## src/rie_params.svh

```systemverilog
// offsets, field positions, reset values and row layout of the index entry builder
// assumes byte addresses on an 8-bit APB address, 32-bit data, one word per register
`ifndef RIE_PARAMS_SVH
`define RIE_PARAMS_SVH

// register byte offsets
`define RIE_OFF_CTRL       8'h00
`define RIE_OFF_STATUS     8'h04
`define RIE_OFF_FSIZE_LO   8'h08
`define RIE_OFF_FSIZE_HI   8'h0C
`define RIE_OFF_PREV_LO    8'h10
`define RIE_OFF_PREV_HI    8'h14

// control register fields
`define RIE_CTRL_START     0
`define RIE_CTRL_KIND      1
`define RIE_CTRL_FSIZE_EN  2
`define RIE_CTRL_HDR_EN    3
`define RIE_CTRL_ABS_EN    4
`define RIE_CTRL_FMT_LSB   5
`define RIE_CTRL_SPLIT     7
`define RIE_CTRL_CLEAR     8

// status register fields
`define RIE_STAT_BUSY      0
`define RIE_STAT_LOCK      1
`define RIE_STAT_PREV_V    2
`define RIE_STAT_CNT_LSB   16

// channel word fields
`define RIE_CSW_KIND       31
`define RIE_CSW_FSP        30
`define RIE_CSW_HDR        29

// reset values
`define RIE_RST_WORD       32'h0000_0000
`define RIE_RST_DWORD      64'h0000_0000_0000_0000

// stored entry row layout
`define RIE_ROW_W          200
`define RIE_ROW_CHAN       0
`define RIE_ROW_TYPE       16
`define RIE_ROW_OFF        24
`define RIE_ROW_ABS        88
`define RIE_ROW_REL        152

`endif

```

## src/rie_pkg.sv

```systemverilog
// types shared by the index entry builder files
// assumes nothing beyond a SystemVerilog compiler
package rie_pkg;

    // word emitter states, one-hot
    typedef enum logic [9:0] {
        RIE_S_IDLE  = 10'b00_0000_0001,
        RIE_S_CSW   = 10'b00_0000_0010,
        RIE_S_FSIZE = 10'b00_0000_0100,
        RIE_S_FETCH = 10'b00_0000_1000,
        RIE_S_PREP  = 10'b00_0001_0000,
        RIE_S_STAMP = 10'b00_0010_0000,
        RIE_S_HDR   = 10'b00_0100_0000,
        RIE_S_NODEW = 10'b00_1000_0000,
        RIE_S_OFFS  = 10'b01_0000_0000,
        RIE_S_SPARE = 10'b10_0000_0000
    } rie_state_t;

endpackage

```

## src/rie_entry_mem.sv

```systemverilog
// entry store: one write port, one read port with registered read data
// assumes a single clock and a writer that never writes past DEPTH entries
`timescale 1ns/1ps
module rie_entry_mem #(
    parameter int WIDTH = 200,
    parameter int DEPTH = 16,
    parameter int AW    = 4
) (
    // clock and reset
    input  wire logic             pclk,
    input  wire logic             presetn,
    // write side
    input  wire logic             wr_en,
    input  wire logic [AW-1:0]    wr_addr,
    input  wire logic [WIDTH-1:0] wr_data,
    // read side
    input  wire logic             rd_en,
    input  wire logic [AW-1:0]    rd_addr,
    output logic      [WIDTH-1:0] rd_data_r
);
    logic [WIDTH-1:0] mem [DEPTH];

    // array itself has no reset; only the read register does
    always_ff @(posedge pclk) begin
        if (wr_en) begin
            mem[wr_addr] <= wr_data;
        end
    end

    // read data held until the next read so the emitter may stall freely
    always_ff @(posedge pclk or negedge presetn) begin
        if (!presetn) begin
            rd_data_r <= '0;
        end else if (rd_en) begin
            rd_data_r <= mem[rd_addr];
        end
    end
endmodule // rie_entry_mem

```

## src/rie_stamp_sel.sv

```systemverilog
// time stamp and data header former for one index entry
// assumes time inputs stand stable in the cycle that load is high
`timescale 1ns/1ps
`include "rie_params.svh"
module rie_stamp_sel #(
    parameter int HDR_BITS = 64
) (
    // clock and reset
    input  wire logic        pclk,
    input  wire logic        presetn,
    // control
    input  wire logic        load,
    input  wire logic        abs_en,
    // time sources
    input  wire logic [47:0] rel_time,
    input  wire logic [63:0] abs_time,
    // formed fields
    output logic      [63:0] stamp_r,
    output logic      [63:0] header_r
);
    logic [63:0] hdr_mask;
    logic [63:0] stamp_nxt;
    logic [63:0] header_nxt;

    // unused high-order header bits forced to zero
    assign hdr_mask   = {64{1'b1}} >> (64 - HDR_BITS);
    assign stamp_nxt  = abs_en ? abs_time : {16'h0000, rel_time};
    assign header_nxt = abs_time & hdr_mask;

    // captured once per entry, held through any output stall
    always_ff @(posedge pclk or negedge presetn) begin
        if (!presetn) begin
            stamp_r  <= `RIE_RST_DWORD;
            header_r <= `RIE_RST_DWORD;
        end else if (load) begin
            stamp_r  <= stamp_nxt;
            header_r <= header_nxt;
        end
    end
endmodule // rie_stamp_sel

```

## src/rie_index_builder.sv

```systemverilog
// index packet body builder: stores entries, emits the body as 32-bit words
// assumes an APB master on the register side and a writer with valid/ready downstream
//
// The placing of the registers and the APB slave port were decided locally.
`timescale 1ns/1ps
`include "rie_params.svh"
module rie_index_builder #(
    parameter int DEPTH    = 16,
    parameter int HDR_BITS = 64
) (
    // clock and reset
    input  wire logic        pclk,
    input  wire logic        presetn,
    // apb slave
    input  wire logic        psel,
    input  wire logic        penable,
    input  wire logic        pwrite,
    input  wire logic [7:0]  paddr,
    input  wire logic [31:0] pwdata,
    output logic      [31:0] prdata,
    output logic             pready,
    output logic             pslverr,
    // entry input from the packet scanner
    input  wire logic        ent_valid,
    output logic             ent_ready,
    input  wire logic [15:0] ent_chan_id,
    input  wire logic [7:0]  ent_data_type,
    input  wire logic [63:0] ent_offset,
    input  wire logic [47:0] ent_rel_time,
    input  wire logic [63:0] ent_abs_time,
    // recorder time at packet start, used by the root tail stamp
    input  wire logic [47:0] cur_rel_time,
    input  wire logic [63:0] cur_abs_time,
    // body word stream
    output logic [31:0]      out_data,
    output logic             out_valid,
    input  wire logic        out_ready,
    output logic             out_last,
    // flags for the packet header builder
    output logic             pkt_abs_flag,
    output logic [1:0]       pkt_time_fmt
);
    localparam int AW = (DEPTH < 2) ? 1 : $clog2(DEPTH);

    // refuse sizes the counters and masks cannot serve
    if (DEPTH < 2 || DEPTH > 65535 || HDR_BITS < 1 || HDR_BITS > 64) begin : g_bad_param
        $error("rie_index_builder: DEPTH or HDR_BITS out of range");
    end

    rie_pkg::rie_state_t st_r, st_nxt;
    logic        hw_r, hw_nxt, tail_r, tail_nxt;
    logic [15:0] idx_r, idx_nxt, ent_cnt_r, pkt_cnt_r;
    logic        kind_r, fsen_r, split_r, hdr_en_r, abs_en_r, hdr_lock_r, prev_v_r;
    logic [1:0]  fmt_r;
    logic [63:0] fsize_r, prev_root_r;
    logic [47:0] cap_rel_r;
    logic [63:0] cap_abs_r;
    logic [31:0] out_data_r;
    logic        out_valid_r, out_last_r;
    logic [31:0] prdata_r;

    // apb decode
    logic        apb_setup, apb_wr, idle, start_go, clear_go;
    logic        sel_ctrl, sel_stat, sel_flo, sel_fhi, sel_plo, sel_phi, mapped;
    logic [31:0] rd_mux, ctrl_rd, stat_rd;
    assign apb_setup = psel & ~penable;
    assign apb_wr    = psel & penable & pwrite;
    assign sel_ctrl  = (paddr == `RIE_OFF_CTRL);
    assign sel_stat  = (paddr == `RIE_OFF_STATUS);
    assign sel_flo   = (paddr == `RIE_OFF_FSIZE_LO);
    assign sel_fhi   = (paddr == `RIE_OFF_FSIZE_HI);
    assign sel_plo   = (paddr == `RIE_OFF_PREV_LO);
    assign sel_phi   = (paddr == `RIE_OFF_PREV_HI);
    assign mapped    = sel_ctrl | sel_stat | sel_flo | sel_fhi | sel_plo | sel_phi;
    assign pready    = 1'b1;
    assign pslverr   = psel & penable & ~mapped;
    assign prdata    = prdata_r;
    // writes that would disturb a packet in flight are dropped while busy
    assign idle      = (st_r == rie_pkg::RIE_S_IDLE) & ~out_valid_r;
    assign start_go  = apb_wr & sel_ctrl & idle & pwdata[`RIE_CTRL_START];
    assign clear_go  = apb_wr & sel_ctrl & idle & pwdata[`RIE_CTRL_CLEAR];

    // register read views
    assign ctrl_rd = {24'h000000, split_r, fmt_r, abs_en_r, hdr_en_r, fsen_r, kind_r, 1'b0};
    assign stat_rd = {ent_cnt_r, 13'h0000, prev_v_r, hdr_lock_r, ~idle};
    assign rd_mux  = sel_ctrl ? ctrl_rd :
                     sel_stat ? stat_rd :
                     sel_flo  ? fsize_r[31:0] :
                     sel_fhi  ? fsize_r[63:32] :
                     sel_plo  ? prev_root_r[31:0] :
                     sel_phi  ? prev_root_r[63:32] : `RIE_RST_WORD;

    // read data latched in the setup phase, presented in the access phase
    always_ff @(posedge pclk or negedge presetn) begin
        if (!presetn) begin
            prdata_r <= `RIE_RST_WORD;
        end else if (apb_setup) begin
            prdata_r <= pwrite ? `RIE_RST_WORD : rd_mux;
        end
    end

    // configuration; header choice locks at the first packet of a recording
    always_ff @(posedge pclk or negedge presetn) begin
        if (!presetn) begin
            kind_r     <= 1'b0;
            fsen_r     <= 1'b0;
            split_r    <= 1'b0;
            abs_en_r   <= 1'b0;
            fmt_r      <= 2'h0;
            hdr_en_r   <= 1'b0;
            hdr_lock_r <= 1'b0;
        end else if (apb_wr & sel_ctrl & idle) begin
            kind_r   <= pwdata[`RIE_CTRL_KIND];
            fsen_r   <= pwdata[`RIE_CTRL_FSIZE_EN];
            split_r  <= pwdata[`RIE_CTRL_SPLIT];
            abs_en_r <= pwdata[`RIE_CTRL_ABS_EN];
            fmt_r    <= pwdata[`RIE_CTRL_FMT_LSB +: 2];
            if (!hdr_lock_r || clear_go) begin
                hdr_en_r <= pwdata[`RIE_CTRL_HDR_EN];
            end
            hdr_lock_r <= start_go | (hdr_lock_r & ~clear_go);
        end
    end
    assign pkt_abs_flag = abs_en_r;
    assign pkt_time_fmt = fmt_r;

    // file size and previous root position
    logic  file_size_present_flag, root_done;
    assign file_size_present_flag       = fsen_r | split_r;
    assign root_done = (st_r == rie_pkg::RIE_S_OFFS) & tail_r & hw_r & (~out_valid_r | out_ready);
    always_ff @(posedge pclk or negedge presetn) begin
        if (!presetn) begin
            fsize_r     <= `RIE_RST_DWORD;
            prev_root_r <= `RIE_RST_DWORD;
            prev_v_r    <= 1'b0;
        end else begin
            if (apb_wr & idle & sel_flo) fsize_r[31:0] <= pwdata;
            if (apb_wr & idle & sel_fhi) fsize_r[63:32] <= pwdata;
            if (root_done) begin
                prev_root_r <= fsize_r;
                prev_v_r    <= 1'b1;
            end else if (clear_go) begin
                prev_v_r <= 1'b0;
            end
        end
    end

    // entry store; the scanner waits while a packet is being built
    logic                  ent_take;
    logic [`RIE_ROW_W-1:0] ent_row, row;
    assign ent_ready = idle & ~start_go & (ent_cnt_r < 16'(DEPTH));
    assign ent_take  = ent_valid & ent_ready;
    assign ent_row   = {ent_rel_time, ent_abs_time, ent_offset, ent_data_type, ent_chan_id};
    always_ff @(posedge pclk or negedge presetn) begin
        if (!presetn) begin
            ent_cnt_r <= 16'h0000;
            pkt_cnt_r <= 16'h0000;
            cap_rel_r <= 48'h0000_0000_0000;
            cap_abs_r <= `RIE_RST_DWORD;
        end else if (start_go) begin
            pkt_cnt_r <= ent_cnt_r;
            ent_cnt_r <= 16'h0000;
            cap_rel_r <= cur_rel_time;
            cap_abs_r <= cur_abs_time;
        end else if (ent_take) begin
            ent_cnt_r <= ent_cnt_r + 16'h0001;
        end
    end

    rie_entry_mem #(.WIDTH(`RIE_ROW_W), .DEPTH(DEPTH), .AW(AW)) u_mem (
        .pclk      (pclk),
        .presetn   (presetn),
        .wr_en     (ent_take),
        .wr_addr   (ent_cnt_r[AW-1:0]),
        .wr_data   (ent_row),
        .rd_en     (st_r == rie_pkg::RIE_S_FETCH),
        .rd_addr   (idx_r[AW-1:0]),
        .rd_data_r (row)
    );

    // stamp source: stored entry, or packet start time for the root tail
    logic [63:0] stamp, header, root_off, offs_val, node_word;
    rie_stamp_sel #(.HDR_BITS(HDR_BITS)) u_stamp (
        .pclk     (pclk),
        .presetn  (presetn),
        .load     (st_r == rie_pkg::RIE_S_PREP),
        .abs_en   (abs_en_r),
        .rel_time (tail_r ? cap_rel_r : row[`RIE_ROW_REL +: 48]),
        .abs_time (tail_r ? cap_abs_r : row[`RIE_ROW_ABS +: 64]),
        .stamp_r  (stamp),
        .header_r (header)
    );

    // word contents
    logic        can_load, emit_st, more;
    logic [31:0] csw_word, word_nxt;
    assign root_off  = prev_v_r ? prev_root_r : fsize_r;
    assign offs_val  = tail_r ? root_off : row[`RIE_ROW_OFF +: 64];
    assign node_word = {32'h0, 8'h00, row[`RIE_ROW_TYPE +: 8], row[`RIE_ROW_CHAN +: 16]};
    assign csw_word  = {kind_r, file_size_present_flag, hdr_en_r, 13'h0000, pkt_cnt_r};
    assign more      = (idx_r < pkt_cnt_r);
    assign can_load  = ~out_valid_r | out_ready;
    assign emit_st   = (st_r == rie_pkg::RIE_S_CSW)   | (st_r == rie_pkg::RIE_S_FSIZE) |
                       (st_r == rie_pkg::RIE_S_STAMP) | (st_r == rie_pkg::RIE_S_HDR) |
                       (st_r == rie_pkg::RIE_S_NODEW) | (st_r == rie_pkg::RIE_S_OFFS);

    function automatic logic [31:0] half(input logic [63:0] v, input logic hi);
        half = hi ? v[63:32] : v[31:0];
    endfunction

    // selected word for the current state and half
    always_comb begin
        case (st_r)
            rie_pkg::RIE_S_CSW:   word_nxt = csw_word;
            rie_pkg::RIE_S_FSIZE: word_nxt = half(fsize_r, hw_r);
            rie_pkg::RIE_S_STAMP: word_nxt = half(stamp, hw_r);
            rie_pkg::RIE_S_HDR:   word_nxt = half(header, hw_r);
            rie_pkg::RIE_S_NODEW: word_nxt = node_word[31:0];
            rie_pkg::RIE_S_OFFS:  word_nxt = half(offs_val, hw_r);
            default:              word_nxt = `RIE_RST_WORD;
        endcase
    end

    // sequencing of body fields
    always_comb begin
        st_nxt   = st_r;
        hw_nxt   = hw_r;
        idx_nxt  = idx_r;
        tail_nxt = tail_r;
        case (st_r)
            rie_pkg::RIE_S_IDLE: begin
                if (start_go) begin
                    st_nxt   = rie_pkg::RIE_S_CSW;
                    idx_nxt  = 16'h0000;
                    tail_nxt = 1'b0;
                    hw_nxt   = 1'b0;
                end
            end
            rie_pkg::RIE_S_CSW, rie_pkg::RIE_S_FSIZE, rie_pkg::RIE_S_OFFS: begin
                if (can_load && (st_r == rie_pkg::RIE_S_CSW)) begin
                    st_nxt = file_size_present_flag ? rie_pkg::RIE_S_FSIZE : rie_pkg::RIE_S_SPARE;
                end else if (can_load) begin
                    hw_nxt = ~hw_r;
                    if (hw_r) begin
                        st_nxt = tail_r ? rie_pkg::RIE_S_IDLE : rie_pkg::RIE_S_SPARE;
                    end
                end
            end
            rie_pkg::RIE_S_SPARE: begin
                // choose next entry, the root tail, or the end of the body
                if (more) begin
                    st_nxt = rie_pkg::RIE_S_FETCH;
                end else if (!kind_r) begin
                    st_nxt   = rie_pkg::RIE_S_PREP;
                    tail_nxt = 1'b1;
                end else begin
                    st_nxt = rie_pkg::RIE_S_IDLE;
                end
            end
            rie_pkg::RIE_S_FETCH: begin
                st_nxt  = rie_pkg::RIE_S_PREP;
                idx_nxt = idx_r + 16'h0001;
            end
            rie_pkg::RIE_S_PREP: st_nxt = rie_pkg::RIE_S_STAMP;
            rie_pkg::RIE_S_STAMP, rie_pkg::RIE_S_HDR: begin
                if (can_load) begin
                    hw_nxt = ~hw_r;
                    if (hw_r && hdr_en_r && (st_r == rie_pkg::RIE_S_STAMP)) begin
                        st_nxt = rie_pkg::RIE_S_HDR;
                    end else if (hw_r) begin
                        st_nxt = (kind_r && !tail_r) ? rie_pkg::RIE_S_NODEW : rie_pkg::RIE_S_OFFS;
                    end
                end
            end
            rie_pkg::RIE_S_NODEW: if (can_load) st_nxt = rie_pkg::RIE_S_OFFS;
            default: st_nxt = rie_pkg::RIE_S_IDLE;
        endcase
    end

    // a node body with no further entries ends at its last offset word, or at its channel or file size word when it holds no entries
    logic  ends_here;
    assign ends_here = (st_nxt == rie_pkg::RIE_S_IDLE) |
                       ((st_nxt == rie_pkg::RIE_S_SPARE) & ~more & kind_r);

    always_ff @(posedge pclk or negedge presetn) begin
        if (!presetn) begin
            st_r   <= rie_pkg::RIE_S_IDLE;
            hw_r   <= 1'b0;
            idx_r  <= 16'h0000;
            tail_r <= 1'b0;
        end else begin
            st_r   <= st_nxt;
            hw_r   <= hw_nxt;
            idx_r  <= idx_nxt;
            tail_r <= tail_nxt;
        end
    end

    // output word register, held while the writer stalls
    always_ff @(posedge pclk or negedge presetn) begin
        if (!presetn) begin
            out_data_r  <= `RIE_RST_WORD;
            out_valid_r <= 1'b0;
            out_last_r  <= 1'b0;
        end else if (emit_st && can_load) begin
            out_data_r  <= word_nxt;
            out_valid_r <= 1'b1;
            out_last_r  <= ends_here;
        end else if (out_ready) begin
            out_valid_r <= 1'b0;
            out_last_r  <= 1'b0;
        end
    end
    assign out_data  = out_data_r;
    assign out_valid = out_valid_r;
    assign out_last  = out_last_r;
endmodule // rie_index_builder

```

## config.mk

```make
export PLATFORM = sky130hd
export DESIGN_NAME = rie_index_builder
export DESIGN_NICKNAME = d
export VERILOG_FILES = /design/src/rie_pkg.sv /design/src/rie_entry_mem.sv /design/src/rie_stamp_sel.sv /design/src/rie_index_builder.sv
export VERILOG_INCLUDE_DIRS = /design/src
export SDC_FILE = /design/constraint.sdc
export NUM_CORES = 2
export LEC_CHECK = 0
export BUFFER_PORTS_ARGS = -buffer_cell sky130_fd_sc_hd__buf_4
export CELL_PAD_IN_SITES_DETAIL_PLACEMENT = 1
export CELL_PAD_IN_SITES_GLOBAL_PLACEMENT = 1
export CORE_UTILIZATION = 25
export CTS_BUF_LIST = sky130_fd_sc_hd__clkbuf_8
export DETAILED_ROUTE_END_ITERATION = 10
export GPL_TIMING_DRIVEN = 0
export HOLD_SLACK_MARGIN = 0.06
export PLACE_DENSITY_LB_ADDON = 0.12
export SYNTH_ARGS = -nofsm -noshare
export SYNTH_HDL_FRONTEND = slang
export SYNTH_SLANG_ARGS = --single-unit
```

## constraint.sdc

```tcl
create_clock -name pclk -period 29.5 [get_ports pclk]
set_input_delay 8.85 -clock pclk [delete_from_list [all_inputs] [get_ports pclk]]
set_output_delay 8.85 -clock pclk [all_outputs]
set_load 0.02 [all_outputs]
```

==> After elaboration in Yosys (flattened, before gate mapping) <==
Memories as Yosys holds them, arrays and structs flattened. A register that Yosys moved wholly into a read port is not among the register bits.
Index checks and enable logic that the tools add are counted.
{ "classes": {"bitwise_logic": 43, "n_addsub": 2, "mux": 49, "n_lt_le_gt_ge": 2, "n_reduce_logical": 22, "eq_ne": 21} }
{ "ops": {"columns": ["cell", "count"], "rows": [
  ["$mux 32", 11],
  ["$mux 64", 4],
  ["$pmux 32 s6", 1],
  ["$mux 10", 10],
  ["$pmux 10 s7", 1],
  ["$mux 16", 3],
  ["$mux 48", 1],
  ["$add 16x1->16 const B", 2],
  ["$pmux 16 s2", 1],
  ["$and 1x1->1", 21],
  ["$eq 10x1->1 const B", 2],
  ["$eq 10x10->1 const B", 2],
  ["$eq 8x4->1 const B", 2],
  ["$eq 8x5->1 const B", 2],
  ["$lt 16x16->1", 1],
  ["$lt 16x5->1 const B", 1],
  ["$or 1x1->1", 14],
  ["$mux 1", 12],
  ["$eq 10x2->1 const B", 1],
  ["$eq 10x3->1 const B", 1],
  ["$eq 10x4->1 const B", 1],
  ["$eq 10x5->1 const B", 1],
  ["$eq 10x6->1 const B", 1],
  ["$eq 10x7->1 const B", 1],
  ["other kinds (20)", 42]
]} }
{ "word_totals": {"in_bits": 359, "reg_bits": 503, "wordCells": 165, "output_inout_bits": 72, "memories": 1, "mem_bits_rw": 3200} }
{ "memory_table": {"columns": ["memory", "words", "width", "read_ports", "rd_clocked_by_memory_dff", "write_ports", "line", "text"], "rows": [
  ["u_mem.mem", 16, 200, 1, 1, 1, "rie_entry_mem.sv:21", "logic [WIDTH-1:0] mem [DEPTH];"]
]} }

==> Logic depth before layout (Yosys ltp) <==
{ "depth": {"depth_word": 12, "depth_mapped": 10, "ltp_nobuf": 8} }

==> Modules after synthesis <==
Synthesis repeated with hierarchy kept, for this count alone.
{ "unflattened": {"cells_unflattened": 8505, "area_unflattened_um2": 154127.8} }
{ "modules_own_cells": {"columns": ["mod", "area_each_um2", "cells_each", "seq_area_each_um2", "instances"], "rows": [
  ["rie_entry_mem", 128335.6, 5892, 101097.0, 1],
  ["rie_index_builder", 20527.2, 2201, 9385.3, 1],
  ["rie_stamp_sel", 5265.0, 412, 3203.1, 1]
]} }

==> Least setup slack after synthesis <==
No wires, ideal clock.
{ "synth_path": {"kind": "input port to flip-flop", "startpoint": "in paddr[4]", "endpoint": "mem u_mem.mem[3][0] (enable)", "n_path_buf": 1, "path_slack_ns": -1.925, "path_stages": 6, "required_time_ns": 28.182, "t_arrival_ns": 30.107, "setup_ns": 1.318, "cell_sequence": "clkbuf_1 -> nor4_1 -> and2_0 -> nand3_1 -> nand2_2 -> nor4b_1"} }
{ "synth_between": {"elab_chain_cells": 10} }
{ "synth_lines": {"columns": ["item", "line", "text"], "rows": [
  ["from (decl)", "rie_index_builder.sv:18", "input wire logic [7:0] paddr,"],
  ["$logic_not 8->1 (no source line)", null, null],
  ["$and 1x1->1 (3 in a row)", "rie_index_builder.sv:80", "assign start_go = apb_wr & sel_ctrl & idle & pwdata[`RIE_CTRL_START];"],
  ["$not 1->1", "rie_index_builder.sv:151", "assign ent_ready = idle & ~start_go & (ent_cnt_r < 16'(DEPTH));"],
  ["$and 1x1->1 (2 in a row)", "rie_index_builder.sv:151", null],
  ["$and 1x1->1", "rie_index_builder.sv:152", "assign ent_take = ent_valid & ent_ready;"],
  ["$mux 1", "rie_entry_mem.sv:25", "if (wr_en) begin"],
  ["$mux 1 (not written as such)", "rie_entry_mem.sv:26", "mem[wr_addr] <= wr_data;"],
  ["to (decl)", "rie_entry_mem.sv:21", null]
]} }
No other way between the ends.

==> Worst setup path in the final report <==
{ "layout_path": {"startpoint": "in paddr[1]", "endpoint": "out ent_ready"} }
{ "layout_between": {"elab_chain_cells": 7} }
{ "layout_lines": {"columns": ["item", "line", "text"], "rows": [
  ["$logic_not 8->1 (no source line)", null, null],
  ["$and 1x1->1 (3 in a row)", "rie_index_builder.sv:80", null],
  ["$not 1->1", "rie_index_builder.sv:151", null],
  ["$and 1x1->1 (2 in a row)", "rie_index_builder.sv:151", null],
  ["to (decl)", "rie_index_builder.sv:25", "output logic ent_ready,"]
]} }
No other way between the ends.

==> flow_summary.json <==
{
  "place_area_um2": 170900,
  "synth.area.top_cells": "edfxtp_1 (63%), mux4_2 (15%), dfrtp_1 (11%), nand2_1 (3.1%), mux2i_1 (1.1%)",
  "cts-resized-gates": 0,
  "crit_top_cell": "buf_4",
  "hp-start": "cap_rel_r[41]",
  "rrSetupSlack_ps": 22470,
  "synth_nets": 8254,
  "leakagePower_nw": 65.38,
  "rows": 287,
  "grt_max_degree": 117,
  "final_layout_size_suffix_gt1_frac": 0.2964,
  "grt_pass1_vias": 90770,
  "antenna_found_initial": 166,
  "ys_top_cells_by_count": "edfxtp_1 (3200), nand2_1 (1248), mux4_2 (1048)",
  "tightest_slew_ps": 1496,
  "cts_setup_buffers": 0,
  "instances_no_fill": 17990,
  "num_vias": 84740,
  "core_um2": 610500,
  "synth_warnings": 0,
  "crit_arrival_ps": 11510,
  "drtAntennaViolNets": 0,
  "clk_latency_ps": 1290,
  "overflow": 0,
  "cp-end-kind": "output pin",
  "slew_viol_final": 0,
  "synthArstFlopShare": 0.1801,
  "reg2reg_to": "u_mem.mem[1][137]",
  "numClockSinks": 3903,
  "slowest_delay_ps": 830,
  "gr-usage-all-layers": 0.1909,
  "cts_max_level": 6,
  "clockBufferDepth": 4,
  "crit_start": "paddr[1]",
  "dp_hpwl_um": 430900,
  "synth-seq-area-share": 0.7425,
  "drv_cap": 0,
  "ir_drop_mv": 0.04494,
  "gp_congestion": 0.8654,
  "drc": 0,
  "cts_tree": "built",
  "wl_um": 598700,
  "synth_enable_flop_cells": 3200,
  "dp.cells": 16690,
  "clk_pin_slew_ps": 60,
  "fmax_ghz": 0.04911,
  "ys_types": 75,
  "synthDominantCellAreaShare": 0.6276,
  "path_class": "in2out",
  "avgSynthCellArea_um2": 19.44,
  "status": "complete, no violations",
  "min_to": "cap_rel_r[41]",
  "synth_top_flop_cell": "edfxtp_1",
  "die_width_um": 784.6,
  "drtIter0Drc": 7349,
  "cp-start-kind": "input port",
  "drt_pass1_iterations": 8,
  "reg2reg_from": "out_valid",
  "fin_crit_sh": 0.6903,
  "rsz0062_at_grt": "false",
  "portBuffers": 427,
  "syn2layout_area_growth_pct": 20.47,
  "fin_area_um2": 184400,
  "synth-seq-cells": 3903,
  "ctsHoldBuffers": 0,
  "synth_area_um2": 153100,
  "wire_per_inst_um": 33.27,
  "critPathRequiredTime_ps": 20650,
  "io_pins": 431,
  "crit_chain": "buf_4 > nor4_2 > and2_0 > and3_1 > clkbuf_1 > nor4_1 > buf_2 > buf_4",
  "fin_crit_ps": 20360,
  "maxSlewHeadroom": 0.002358,
  "setup_violations": 0,
  "dieHeight_um": 784.6,
  "numCtsBuffers": 711,
  "yosysMostFrequentCell": "edfxtp_1",
  "ff2ff_path_depth": 18,
  "finClkSkew_ps": 70.90,
  "cts_root_buf": "clkbuf_8",
  "holdPathStages": 2,
  "nNetsFinal": 9692,
  "hp-class": "reg2reg",
  "yosys.area.top_type": "edfxtp_1",
  "n_fill_cell": 62360,
  "grt_pass1_wl_um": 802500,
  "critPathMaxFanout": 8,
  "syn_inst": 7875,
  "viasPerCell": 4.710,
  "start_util": 0.2508,
  "p_per_area_nw_per_um2": 66.70,
  "die_area_um2": 615600,
  "finalHoldViolCount": 0,
  "slowest_stage": "nor4_2"
}
metrics by stage:
step	TNS, ps	hold slack (ps)	power [mW]	utilization	setup slack, ps
2_1_floorplan	-200650	434.0	6.949	-	-334.4
3_3_place_gp	-	456.7	7.688	0.2727	-39060
3_5_place_dp	0	456.7	7.483	0.2799	9147
4_1_cts	0	472.9	12.51	0.3020	9137
5_1_grt	0	493.7	12.75	0.3021	9130
6_report	0	471.2	12.30	0.3021	9137
worst max path at each step:
stage	slack, ps	depth (start not counted)	endpoint
finish	9140	8	ent_ready
global route	9130	8	ent_ready
CTS	9140	8	ent_ready
detailed placement	9150	8	ent_ready
global placement	-39060	6	u_mem.mem[1][116]
floorplan	-330	6	u_mem.mem[0][0]
logic make-up after synthesis:
| family | Yosys count | synth area share |
|---|---|---|
| DFF | 3903 | 0.7425 |
| and+or+nand+nor | 1556 | 0.04184 |
| muxes | 1362 | 0.1766 |
| buffers and inverters | 514 | 0.01394 |
| AOI/OAI and AO/OA | 511 | 0.02298 |
| adders and majority gates | 20 | 0.001634 |
| xor gates and xnor gates | 8 | 0.0004577 |
| other | 1 | 0.00002449 |
critical path: cells and delay by family:
family / cells / cell delay [ps]
buf+inv: 4 / 890
simple gates: 4 / 1750
report_power, final:
group / leakage (nW) / switching (mW) / total [mW] / internal (mW)
clock: 7.79 / 2.43 / 4.96 / 2.53
combinational: 19.1 / 0.615 / 0.946 / 0.331
sequential: 38.5 / 0.0941 / 6.40 / 6.31
per-layer routing:
metal	routed length, um	GRT usage	share of wire
met1	260800	0.2566	0.44
met2	292000	0.3226	0.49
met3	29900	0.03258	0.050
met4	15680	0.04515	0.026
met5	300	0	0.00050
sequential cells by signal, summed over array words and instances, names as in the netlist, 32 cells and up:
| signal | count |
|---|---|
| u_mem.mem | 3200 |
| u_mem.rd_data_r | 200 |
| cap_abs_r | 64 |
| fsize_r | 64 |
| prev_root_r | 64 |
| u_stamp.header_r | 64 |
| u_stamp.stamp_r | 64 |
| cap_rel_r | 48 |
| out_data | 32 |
| prdata | 32 |
layout make-up:
class,count,area (um^2),share of cell area
Buffer,470,1999,0.01084
Tap cell,8092,10120,0.05489
Clock buffer,760,10460,0.05671
Multi-Input combinational cell,3458,37380,0.2026
Antenna cell,28,70.07,0.0003799
Timing Repair Buffer,725,7550,0.04093
Inverter,44,165.2,0.0008955
Clock inverter,513,3009,0.01632
Sequential cell,3903,113700,0.6164
cell usage in the layout (no fill, tap or decap), types with 56 or more instances in the layout:
cell type / count
edfxtp_1: 3200
nand2_1: 1248
mux4_2: 1048
clkbuf_8: 760
dfrtp_1: 702
buf_4: 571
inv_1: 293
clkbuf_1: 278
mux2i_1: 171
clkinv_1: 142
buf_2: 119
o21ai_0: 119
nor2_1: 117
a21oi_1: 72
buf_12: 67
mux2_1: 57
mux2_2: 56
buf_16: 56
Power figures use the tool's default switching activity.
